<file path="src/logic/spf_cfg.svh">
`ifndef SPF_CFG_SVH
`define SPF_CFG_SVH
// How it works
// - pin b1 alternate output carries slave data, master data or uart transmit.
// - serial controller output on b1 only when timer channel 1 is off or unremapped.
// - twi data on b1 is open-drain, chosen by the b1 function field.
// - timer channel 1 on b1 needs remap bit 4, output enable and the port a alternate select.
// - timer channel 1 input comes from b1 while remap bit 4 is clear.
// - b2 feeds spi master input, spi slave input or uart receive by mode.
// - twi clock on b2 is open-drain, needs channel 2 off or remap bit 5 clear.
// - timer channel 2 drives b2 with remap bit 5, enable and alternate select.
// - timer channel 2 input comes from b2 while remap bit 5 is set.
// - debug clock pin is serial wire clock, or jtag clock with pull-down.
// - c2 carries jtag data out in jtag mode unless debug config bit 5 frees it.
// - c2 outputs async trace in serial wire mode when enabled and selected, pull-up on.
// - debug port is jtag after reset or external reset low; a request selects serial wire.

// ----------------------------------------
// function field codes and positions
// ----------------------------------------
`define SPF_CFG_ALT_OUT 4'h9
`define SPF_CFG_ALT_OD 4'hd
`define SPF_PB1_FLD 7:4
`define SPF_PB2_FLD 11:8
`define SPF_PA_T1_FLD 7:4
`define SPF_PC2_FLD 11:8
`define SPF_REMAP_CH1 4
`define SPF_REMAP_CH2 5
`define SPF_DBG_GPIO_BIT 5
`define SPF_OE_CH1 0
`define SPF_OE_CH2 1

// ----------------------------------------
// reset values
// ----------------------------------------
`define SPF_RST_IDLE_HIGH 1'h1
`define SPF_RST_GPIO_OWN 3'h7
`endif

</file>
<file path="src/logic/spf_pkg.sv">
package spf_pkg;
  typedef enum logic [1:0] {
    SPF_SC_OFF = 2'h0,
    SPF_SC_UART = 2'h1,
    SPF_SC_SPI = 2'h2,
    SPF_SC_TWI = 2'h3
  } spf_sc_mode_t;

  typedef enum logic {
    SPF_DBG_JTAG = 1'h0,
    SPF_DBG_SWD = 1'h1
  } spf_dbg_t;

  typedef struct packed {
    logic out;
    logic oe;
    logic pull_up;
    logic pull_down;
  } spf_pin_t;

  typedef struct packed {
    spf_dbg_t dbg;
    spf_pin_t pb1;
    spf_pin_t pb2;
    spf_pin_t dck;
    spf_pin_t pc2;
    logic spi_in_master;
    logic spi_out_master;
    logic uart_rx;
    logic twi_data;
    logic twi_clock;
    logic tim1_in;
    logic tim2_in;
    logic tck;
    logic swclk;
    logic [2:0] gpio_own;
  } spf_state_t;
endpackage

</file>
<file path="src/logic/spf_pin_select.sv">
`timescale 1ns/1ps
`default_nettype none
`include "spf_cfg.svh"
module spf_pin_select import spf_pkg::*; (
  input wire logic i_clk_sys,
  input wire logic i_rst_n,
  input wire logic [15:0] i_port_b_low_function_cfg,
  input wire logic [15:0] i_port_a_low_function_cfg,
  input wire logic [15:0] i_port_c_low_function_cfg,
  input wire logic [7:0] i_debug_pin_cfg,
  input wire logic [1:0] i_timer_two_output_enable,
  input wire logic [7:0] i_timer_two_remap_bits,
  input wire spf_sc_mode_t i_sc_one_mode_select,
  input wire logic i_sc_one_spi_role,
  input wire spf_pin_t i_gpio_pb1,
  input wire spf_pin_t i_gpio_pb2,
  input wire spf_pin_t i_gpio_pc2,
  input wire logic i_sc_one_spi_in_master,
  input wire logic i_sc_one_spi_out_master,
  input wire logic i_sc_one_uart_tx,
  input wire logic i_sc_one_twi_data_low,
  input wire logic i_sc_one_twi_clock_low,
  input wire logic i_timer_two_chan1,
  input wire logic i_timer_two_chan2,
  input wire logic i_jtag_test_data_out,
  input wire logic i_jtag_tdo_en,
  input wire logic i_swo_trace,
  input wire logic i_swo_enable,
  input wire logic i_swd_switch_req,
  input wire logic i_external_reset_n,
  input wire logic i_port_b_pin1_in,
  input wire logic i_port_b_pin2_in,
  input wire logic i_jtag_test_clock_pin_in,
  input wire logic i_port_c_pin2_in,
  output spf_pin_t o_port_b_pin1,
  output spf_pin_t o_port_b_pin2,
  output spf_pin_t o_jtag_test_clock_pin,
  output spf_pin_t o_port_c_pin2,
  output logic o_sc_one_spi_in_master,
  output logic o_sc_one_spi_out_master,
  output logic o_sc_one_uart_rx,
  output logic o_sc_one_twi_data,
  output logic o_sc_one_twi_clock,
  output logic o_timer_two_chan1,
  output logic o_timer_two_chan2,
  output logic o_jtag_test_clock,
  output logic o_swclk,
  output logic o_debug_swd_mode,
  output logic [2:0] o_gpio_own
);

  // ----------------------------------------
  // decode helpers
  // ----------------------------------------
  function automatic logic fld_is(input logic [3:0] fld, input logic [3:0] code);
    fld_is = (fld == code);
  endfunction

  localparam spf_pin_t PIN_IDLE = '{out: 1'h0, oe: 1'h0, pull_up: 1'h0, pull_down: 1'h0};
  localparam spf_pin_t PIN_DCK_RST = '{out: 1'h0, oe: 1'h0, pull_up: 1'h0, pull_down: 1'h1};

  spf_state_t state_r;
  spf_state_t state_nxt;

  logic pb1_alt;
  logic pb1_od;
  logic pb2_alt;
  logic pb2_od;
  logic tim1_claim;
  logic tim2_claim;
  logic sc1_pb1_ok;
  logic sc1_pb2_ok;
  logic is_spi;
  logic is_uart;
  logic is_twi;
  logic swo_sel;

  // ----------------------------------------
  // next state
  // ----------------------------------------
  always_comb begin
    state_nxt = state_r;
    pb1_alt = fld_is(i_port_b_low_function_cfg[`SPF_PB1_FLD], `SPF_CFG_ALT_OUT);
    pb1_od = fld_is(i_port_b_low_function_cfg[`SPF_PB1_FLD], `SPF_CFG_ALT_OD);
    pb2_alt = fld_is(i_port_b_low_function_cfg[`SPF_PB2_FLD], `SPF_CFG_ALT_OUT);
    pb2_od = fld_is(i_port_b_low_function_cfg[`SPF_PB2_FLD], `SPF_CFG_ALT_OD);
    is_spi = (i_sc_one_mode_select == SPF_SC_SPI);
    is_uart = (i_sc_one_mode_select == SPF_SC_UART);
    is_twi = (i_sc_one_mode_select == SPF_SC_TWI);
    tim1_claim = i_timer_two_remap_bits[`SPF_REMAP_CH1] & i_timer_two_output_enable[`SPF_OE_CH1] &
                 fld_is(i_port_a_low_function_cfg[`SPF_PA_T1_FLD], `SPF_CFG_ALT_OUT);
    // timer output enable with remap bit blocks the serial controller on the same pin, even without a claim
    sc1_pb1_ok = !(i_timer_two_output_enable[`SPF_OE_CH1] & i_timer_two_remap_bits[`SPF_REMAP_CH1]);
    tim2_claim = i_timer_two_remap_bits[`SPF_REMAP_CH2] & i_timer_two_output_enable[`SPF_OE_CH2] &
                 pb2_alt;
    sc1_pb2_ok = !(i_timer_two_output_enable[`SPF_OE_CH2] & i_timer_two_remap_bits[`SPF_REMAP_CH2]);

    // debug port mode; external reset always wins over a switch request
    case (state_r.dbg)
      SPF_DBG_JTAG: begin
        if (i_external_reset_n && i_swd_switch_req) begin
          state_nxt.dbg = SPF_DBG_SWD;
        end
      end
      SPF_DBG_SWD: begin
        if (!i_external_reset_n) begin
          state_nxt.dbg = SPF_DBG_JTAG;
        end
      end
      default: begin
        state_nxt.dbg = SPF_DBG_JTAG;
      end
    endcase

    // port b pin 1
    state_nxt.gpio_own[0] = 1'h0;
    if (tim1_claim) begin
      state_nxt.pb1 = '{out: i_timer_two_chan1, oe: 1'h1, pull_up: 1'h0, pull_down: 1'h0};
    end else if (sc1_pb1_ok && pb1_alt && is_spi) begin
      state_nxt.pb1 = '{out: (i_sc_one_spi_role ? i_sc_one_spi_out_master : i_sc_one_spi_in_master),
                        oe: 1'h1, pull_up: 1'h0, pull_down: 1'h0};
    end else if (sc1_pb1_ok && pb1_alt && is_uart) begin
      state_nxt.pb1 = '{out: i_sc_one_uart_tx, oe: 1'h1, pull_up: 1'h0, pull_down: 1'h0};
    end else if (sc1_pb1_ok && pb1_od && is_twi) begin
      // open-drain: only ever pulls low
      state_nxt.pb1 = '{out: 1'h0, oe: i_sc_one_twi_data_low, pull_up: 1'h0, pull_down: 1'h0};
    end else begin
      state_nxt.pb1 = i_gpio_pb1;
      state_nxt.gpio_own[0] = 1'h1;
    end

    // port b pin 2
    state_nxt.gpio_own[1] = 1'h0;
    if (tim2_claim) begin
      state_nxt.pb2 = '{out: i_timer_two_chan2, oe: 1'h1, pull_up: 1'h0, pull_down: 1'h0};
    end else if (sc1_pb2_ok && pb2_od && is_twi) begin
      state_nxt.pb2 = '{out: 1'h0, oe: i_sc_one_twi_clock_low, pull_up: 1'h0, pull_down: 1'h0};
    end else begin
      state_nxt.pb2 = i_gpio_pb2;
      state_nxt.gpio_own[1] = 1'h1;
    end

    // serial controller inputs; unused inputs rest at their idle level
    state_nxt.spi_in_master = is_spi & i_sc_one_spi_role & i_port_b_pin2_in;
    state_nxt.spi_out_master = is_spi & !i_sc_one_spi_role & i_port_b_pin2_in;
    state_nxt.uart_rx = is_uart ? i_port_b_pin2_in : 1'h1;
    state_nxt.twi_data = is_twi ? i_port_b_pin1_in : 1'h1;
    state_nxt.twi_clock = is_twi ? i_port_b_pin2_in : 1'h1;
    state_nxt.tim1_in = !i_timer_two_remap_bits[`SPF_REMAP_CH1] & i_port_b_pin1_in;
    state_nxt.tim2_in = i_timer_two_remap_bits[`SPF_REMAP_CH2] & i_port_b_pin2_in;

    // debug clock pin is input only; pull-down only in jtag mode
    state_nxt.dck = PIN_IDLE;
    state_nxt.dck.pull_down = (state_r.dbg == SPF_DBG_JTAG);
    state_nxt.tck = (state_r.dbg == SPF_DBG_JTAG) & i_jtag_test_clock_pin_in;
    state_nxt.swclk = (state_r.dbg == SPF_DBG_SWD) & i_jtag_test_clock_pin_in;

    // port c pin 2; the gpio bit overrides every debug use
    swo_sel = (state_r.dbg == SPF_DBG_SWD) & i_swo_enable &
              fld_is(i_port_c_low_function_cfg[`SPF_PC2_FLD], `SPF_CFG_ALT_OUT);
    state_nxt.gpio_own[2] = 1'h0;
    if (i_debug_pin_cfg[`SPF_DBG_GPIO_BIT]) begin
      state_nxt.pc2 = i_gpio_pc2;
      state_nxt.gpio_own[2] = 1'h1;
    end else if (state_r.dbg == SPF_DBG_JTAG) begin
      state_nxt.pc2 = '{out: i_jtag_test_data_out, oe: i_jtag_tdo_en, pull_up: 1'h0, pull_down: 1'h0};
    end else if (swo_sel) begin
      state_nxt.pc2 = '{out: i_swo_trace, oe: 1'h1, pull_up: 1'h1, pull_down: 1'h0};
    end else begin
      state_nxt.pc2 = i_gpio_pc2;
      state_nxt.gpio_own[2] = 1'h1;
    end
  end

  // ----------------------------------------
  // state register
  // ----------------------------------------
  always_ff @(posedge i_clk_sys or negedge i_rst_n) begin
    if (!i_rst_n) begin
      state_r.dbg <= SPF_DBG_JTAG;
      state_r.pb1 <= PIN_IDLE;
      state_r.pb2 <= PIN_IDLE;
      state_r.dck <= PIN_DCK_RST;
      state_r.pc2 <= PIN_IDLE;
      state_r.spi_in_master <= 1'h0;
      state_r.spi_out_master <= 1'h0;
      state_r.uart_rx <= `SPF_RST_IDLE_HIGH;
      state_r.twi_data <= `SPF_RST_IDLE_HIGH;
      state_r.twi_clock <= `SPF_RST_IDLE_HIGH;
      state_r.tim1_in <= 1'h0;
      state_r.tim2_in <= 1'h0;
      state_r.tck <= 1'h0;
      state_r.swclk <= 1'h0;
      state_r.gpio_own <= `SPF_RST_GPIO_OWN;
    end else begin
      state_r <= state_nxt;
    end
  end

  assign o_port_b_pin1 = state_r.pb1;
  assign o_port_b_pin2 = state_r.pb2;
  assign o_jtag_test_clock_pin = state_r.dck;
  assign o_port_c_pin2 = state_r.pc2;
  assign o_sc_one_spi_in_master = state_r.spi_in_master;
  assign o_sc_one_spi_out_master = state_r.spi_out_master;
  assign o_sc_one_uart_rx = state_r.uart_rx;
  assign o_sc_one_twi_data = state_r.twi_data;
  assign o_sc_one_twi_clock = state_r.twi_clock;
  assign o_timer_two_chan1 = state_r.tim1_in;
  assign o_timer_two_chan2 = state_r.tim2_in;
  assign o_jtag_test_clock = state_r.tck;
  assign o_swclk = state_r.swclk;
  assign o_debug_swd_mode = (state_r.dbg == SPF_DBG_SWD);
  assign o_gpio_own = state_r.gpio_own;
endmodule
`default_nettype wire

</file>
<file path="config.mk">
export PLATFORM = sky130hd
export DESIGN_NAME = spf_pin_select
export DESIGN_NICKNAME = d
export VERILOG_FILES = /design/src/logic/spf_pkg.sv /design/src/logic/spf_pin_select.sv
export VERILOG_INCLUDE_DIRS = /design/src /design/src/logic
export SDC_FILE = /design/constraint.sdc
export NUM_CORES = 1
export LEC_CHECK = 0
export BUFFER_PORTS_ARGS = -buffer_cell sky130_fd_sc_hd__clkbuf_2
export CORE_MARGIN = 4
export CORE_UTILIZATION = 30
export CTS_BUF_LIST = sky130_fd_sc_hd__clkbuf_4
export CTS_CLUSTER_SIZE = 14
export DETAILED_ROUTE_END_ITERATION = 10
export GPL_TIMING_DRIVEN = 0
export HOLD_SLACK_MARGIN = 0.08
export PLACE_DENSITY_LB_ADDON = 0.05
export RECOVER_POWER = 25
export SLEW_MARGIN = 5
export SYNTH_ARGS = -nofsm -noshare
export SYNTH_HDL_FRONTEND = slang
export SYNTH_SLANG_ARGS = --single-unit
</file>
<file path="constraint.sdc">
create_clock -name i_clk_sys -period 1.1 [get_ports i_clk_sys]
set_clock_uncertainty 0.05 [all_clocks]
set_input_delay 0.055 -clock i_clk_sys [delete_from_list [all_inputs] [get_ports i_clk_sys]]
set_output_delay 0.055 -clock i_clk_sys [all_outputs]
set_load 0.05 [all_outputs]
</file>
==> metrics.md <==
| Metric | Value |
|---|---|
| Port Buf Inserts | `78` |
| Mux share of post-synthesis cell area | `approximately 1.7%` |
| Worst max-slew margin expressed relative to the limit | `between 50% and 60%` |
| Number of global-route vias before repair | `approximately 1300` |
| Share of post-route cells with drive strength above 1 | `46.3%` |
| RSZ-0062 raised after global routing | `yes` |
| Number of stages on the worst hold path | `4` |
| Final weighted congestion of routability-driven global placement | `0.814` |
| Yosys reg bits | `26` |
| Placeable core region | `0.00372 mm2` |
| Global routing met3 resource utilization | `3.17%` |
| Total wirelength of the detailed-routed design | `~3.4 mm` |
| Number of distinct standard cells referenced by the synthesized netlist | `36` |
| Total leakage power | `1.09 nW` |
| CP max stage cell | `sky130_fd_sc_hd__dfstp_2` |
| Chip Height | `70.3 um` |
| Adder-Cell Fraction of Synth Area | `0%` |
| Cell count after synthesis | `roughly 110` |
| Failing checks | `setup timing` |
| Area used by multi-input combinational logic | `between 400 and 500 um2` |
| End point of the most critical hold path | `o_gpio_own[1]` |
| Number of rows created at floorplan | `22` |
| Kind of critical path | `reg -> out` |
| Crit path time final | `1140 ps` |
| TritonCTS clock tree | `built` |
| CP delay by family, top | `flip-flops` |
| FF-to-FF Start | `o_debug_swd_mode` |
| Worst flop-to-flop path endpoint | `o_port_c_pin2[3]` |
| Tcrit/Tclk final | `104%` |
| Placed cells | `between 200 and 250` |
| Setup Viol. Count Final | `8` |
| Clk Latency, worst-skew pair | `300 ps` |
| Antenna Nets Post-Route | `0` |
| Number of iterations in the first detailed-routing pass | `4` |
| I/O Pins | `129` |
| Dominant cell type by area after synthesis | `sky130_fd_sc_hd__dfrtp_1` |
| GR peak layer | `met2` |
| Count of H-tree levels built during CTS | `1` |
| Actual transition at the worst max-transition pin | `around 610 ps` |
| WP data required | `1000 ps` |
| Combined flip-flop and latch cell area | `661 um2` |
| Syn-to-layout area delta | `87.1%` |
| Met2 GRT Util | `25.6%` |
| Routed via count | `~1200` |
| Power per unit of standard cell area | `between 900 and 1000 mW/mm2` |
| Max-slew violations | `0` |
| Cell breakdown of the critical path | `clkbuf_16` |
| Number of buffers on the longest clock path | `2` |
| Antenna violations before repair | `0` |
| Critical Path Sink Type | `primary output` |
| Met1 Resource Use GR | `16.8%` |
| Final net count | `328` |
| Signal arrival time at the worst endpoint | `1030 ps` |
| Total die area | `0.00495 mm2` |
| Width of the die | `70.3 um` |
| Detailed-placement wirelength estimate | `between 2 and 2.5 mm` |
| Xor and xnor fraction of the mapped netlist area | `1.50%` |
| Number of hold-slack violations in the final timing report | `0` |
| Setup slack of the most critical reg-to-reg path | `-20 ps` |
| Min-delay worst type | `in -> reg` |
| CTS buffer count | `3` |
| Post-synthesis area per instance | `10.9 um2` |
| Maximum number of pins on one net before global-route repair | `27` |
| Area of the mapped netlist | `0.00117 mm2` |
| Starting utilization of the core area | `between 30% and 40%` |
| Count of antenna diodes in the layout | `0` |
| Worst-path maximum fanout | `1` |
| Total of warnings raised by yosys | `0` |
| TritonCTS Sinks | `26` |
| # fillers | `330` |
| Worst setup margin | `-38.7 ps` |
| Share of synthesized area occupied by flip-flops and latches | `a little under three fifths` |
| Wire length of the first global-routing pass | `5.66 mm` |
| All-Layer GR Usage | `about 14%` |
| Combinational family with the most area after synthesis | `simple AND/OR/NAND/NOR gates` |
| Worst VDD drop | `0.389 mV` |
| Clock-pin slew of the registers on the worst-case setup and hold paths | `approximately 140 ps` |
| Hold bufs inserted after CTS | `35` |
| Min-delay src | `i_port_b_low_function_cfg[10]` |
| Worst r2r path cells | `4` |
| Largest stage delay on the critical path | `560 ps` |
| Max-capacitance violation count | `0` |
| Number of DRC violations after detailed-routing iteration 0 | `27` |
| Maximum operating frequency | `878 MHz` |
| Result of the run | `finished with violations` |
| DRC violation count after routing | `0` |
| Per-cell routed wire length | `12.4 um` |
| Aggregate negative setup slack | `-225 ps` |
| Fraction of the mapped netlist area in compound gates | `11.6%` |
| DP Worst Slack | `-125 ps` |
| Simple-gate area share of the yosys netlist | `23.6%` |
| Buffers plus inverters on the worst setup path | `1` |
| Proportion of netlist area held by the largest area contributor | `40.8%` |
| Startpoint class of the critical path | `flip-flop` |
| Most area-consuming cells after synthesis | `sky130_fd_sc_hd__dfrtp_1, sky130_fd_sc_hd__dfstp_2, sky130_fd_sc_hd__nor2_1, sky130_fd_sc_hd__nor2b_1, sky130_fd_sc_hd__and2_1` |
| Avg Vias per Cell | `4.40` |
| Final instance count without filler cells | `275` |
| Root buf cell | `sky130_fd_sc_hd__clkbuf_4` |
| Overflow after GRT | `0` |
power by group:
group          total, W  internal [W]  switching (W)
combinational  0.000699      0.000303       0.000396
sequential      0.00104       0.00102      0.0000234
clock          0.000396      0.000133       0.000264
total           0.00214       0.00146       0.000683
worst max-delay path by stage:
| stage | end | cells past startpoint | from | slack [ps] |
|---|---|---|---|---|
| 2_1_floorplan | o_port_c_pin2[3] | 4 | o_debug_swd_mode | -170 |
| 3_3_place_gp | o_port_b_pin1[3] | 5 | i_port_b_low_function_cfg[6] | -110 |
| 3_5_place_dp | o_port_b_pin1[3] | 5 | i_port_b_low_function_cfg[7] | -130 |
| 4_1_cts | o_gpio_own[2] | 1 | o_gpio_own[2] | -60 |
| 5_1_grt | o_sc_one_twi_data | 1 | o_sc_one_twi_data | -100 |
| 6_report | o_gpio_own[2] | 1 | o_gpio_own[2] | -40 |
tightest hold or removal path, cell delays in order:
cell	delay [ps]
sky130_fd_sc_hd__clkbuf_2	110
sky130_fd_sc_hd__or2_2	120
sky130_fd_sc_hd__a21oi_2	70
sky130_fd_sc_hd__inv_1	50
stage by stage:
stage                     hold slack [ps]  utilization [%]  area (um2)  power [W]
after floorplan                      -291                -        1170    0.00140
after global placement               51.5             43.7        1630    0.00159
after detailed placement             57.9             43.7        1630    0.00160
after CTS                            68.7             58.0        2160    0.00216
after global routing                 59.3             58.7        2180    0.00228
final                                55.9             58.7        2180    0.00214
registers in the layout, summed over array words and instances, names as in the netlist:
name and flops:
o_port_b_pin1 4, o_port_b_pin2 4, o_port_c_pin2 4, o_gpio_own 3
o_debug_swd_mode 1, o_jtag_test_clock 1, o_jtag_test_clock_pin 1, o_sc_one_spi_in_master 1
o_sc_one_spi_out_master 1, o_sc_one_twi_clock 1, o_sc_one_twi_data 1, o_sc_one_uart_rx 1
o_swclk 1, o_timer_two_chan1 1, o_timer_two_chan2 1
Yosys cell counts:
cell type / n
sky130_fd_sc_hd__o41ai_1: 1
sky130_fd_sc_hd__o21ai_0: 4
sky130_fd_sc_hd__a221oi_1: 1
sky130_fd_sc_hd__conb_1: 1
sky130_fd_sc_hd__nand3_1: 1
sky130_fd_sc_hd__buf_4: 3
sky130_fd_sc_hd__nand4bb_1: 2
sky130_fd_sc_hd__a21oi_1: 4
sky130_fd_sc_hd__nor4bb_4: 1
sky130_fd_sc_hd__nor3_2: 1
sky130_fd_sc_hd__nand4_1: 2
sky130_fd_sc_hd__nand2_1: 7
sky130_fd_sc_hd__a41oi_2: 1
sky130_fd_sc_hd__xor2_1: 1
sky130_fd_sc_hd__or3_1: 1
sky130_fd_sc_hd__a31oi_1: 2
sky130_fd_sc_hd__a21o_1: 1
sky130_fd_sc_hd__nor2_1: 12
sky130_fd_sc_hd__nor2b_1: 6
sky130_fd_sc_hd__a41oi_1: 1
sky130_fd_sc_hd__a311oi_1: 1
sky130_fd_sc_hd__or2_2: 3
sky130_fd_sc_hd__dfrtp_1: 19
sky130_fd_sc_hd__mux2i_1: 2
sky130_fd_sc_hd__o311ai_0: 1
sky130_fd_sc_hd__nor4b_1: 1
sky130_fd_sc_hd__dfstp_2: 7
sky130_fd_sc_hd__and2_1: 5
sky130_fd_sc_hd__o21a_1: 2
sky130_fd_sc_hd__nor3b_1: 1
sky130_fd_sc_hd__buf_2: 2
sky130_fd_sc_hd__nor3_1: 1
sky130_fd_sc_hd__xnor2_1: 1
sky130_fd_sc_hd__inv_1: 6
sky130_fd_sc_hd__nand3b_1: 1
sky130_fd_sc_hd__and3_1: 1
cells in the final DEF (no fill, tap or decap), types with 5 or more instances in the layout:
master	instances
sky130_fd_sc_hd__nand2_1	6
sky130_fd_sc_hd__buf_2	10
sky130_fd_sc_hd__inv_1	6
sky130_fd_sc_hd__dfrtp_1	18
sky130_fd_sc_hd__dlygate4sd3_1	34
sky130_fd_sc_hd__clkbuf_2	60
sky130_fd_sc_hd__nor2_1	11
sky130_fd_sc_hd__and2_1	5
sky130_fd_sc_hd__nor2b_1	6
sky130_fd_sc_hd__clkbuf_16	6
sky130_fd_sc_hd__dfstp_2	7
what timing repair did:
action / 4_1_cts / 5_1_grt
endpoints found under the setup margin: 11 / 23
pin swaps: 0 / 0
resized for setup: 25 / 17
endpoints found under the hold margin: 47 / 1
setup buffers: 1 / 0
cells by family (layout without fill, tap and decap cells):
family | Yosys count | count (layout)
and+or+nand+nor | 46 | 46
DFF | 26 | 26
AOI/OAI and AO/OA | 19 | 19
buffers and inverters | 11 | 129
xor gates and xnor gates | 2 | 2
muxes | 2 | 2
other | 1 | 3
cell type report:
class / count / share of cell area, %
Tap cell: 48 / 2.75
Sequential cell: 26 / 30.3
Clock buffer: 3 / 1.03
Buffer: 5 / 1.49
Clock inverter: 1 / 0.172
Multi-Input combinational cell: 72 / 22.4
Inverter: 6 / 1.03
Timing Repair Buffer: 114 / 40.9
layer usage:
layer / part of all wire, % / routed length [um]
met4: 0.82 / 28
met1: 37 / 1250
met3: 8.5 / 288
met2: 54 / 1830
met5: 0 / 0
Power figures use the tool's default switching activity.
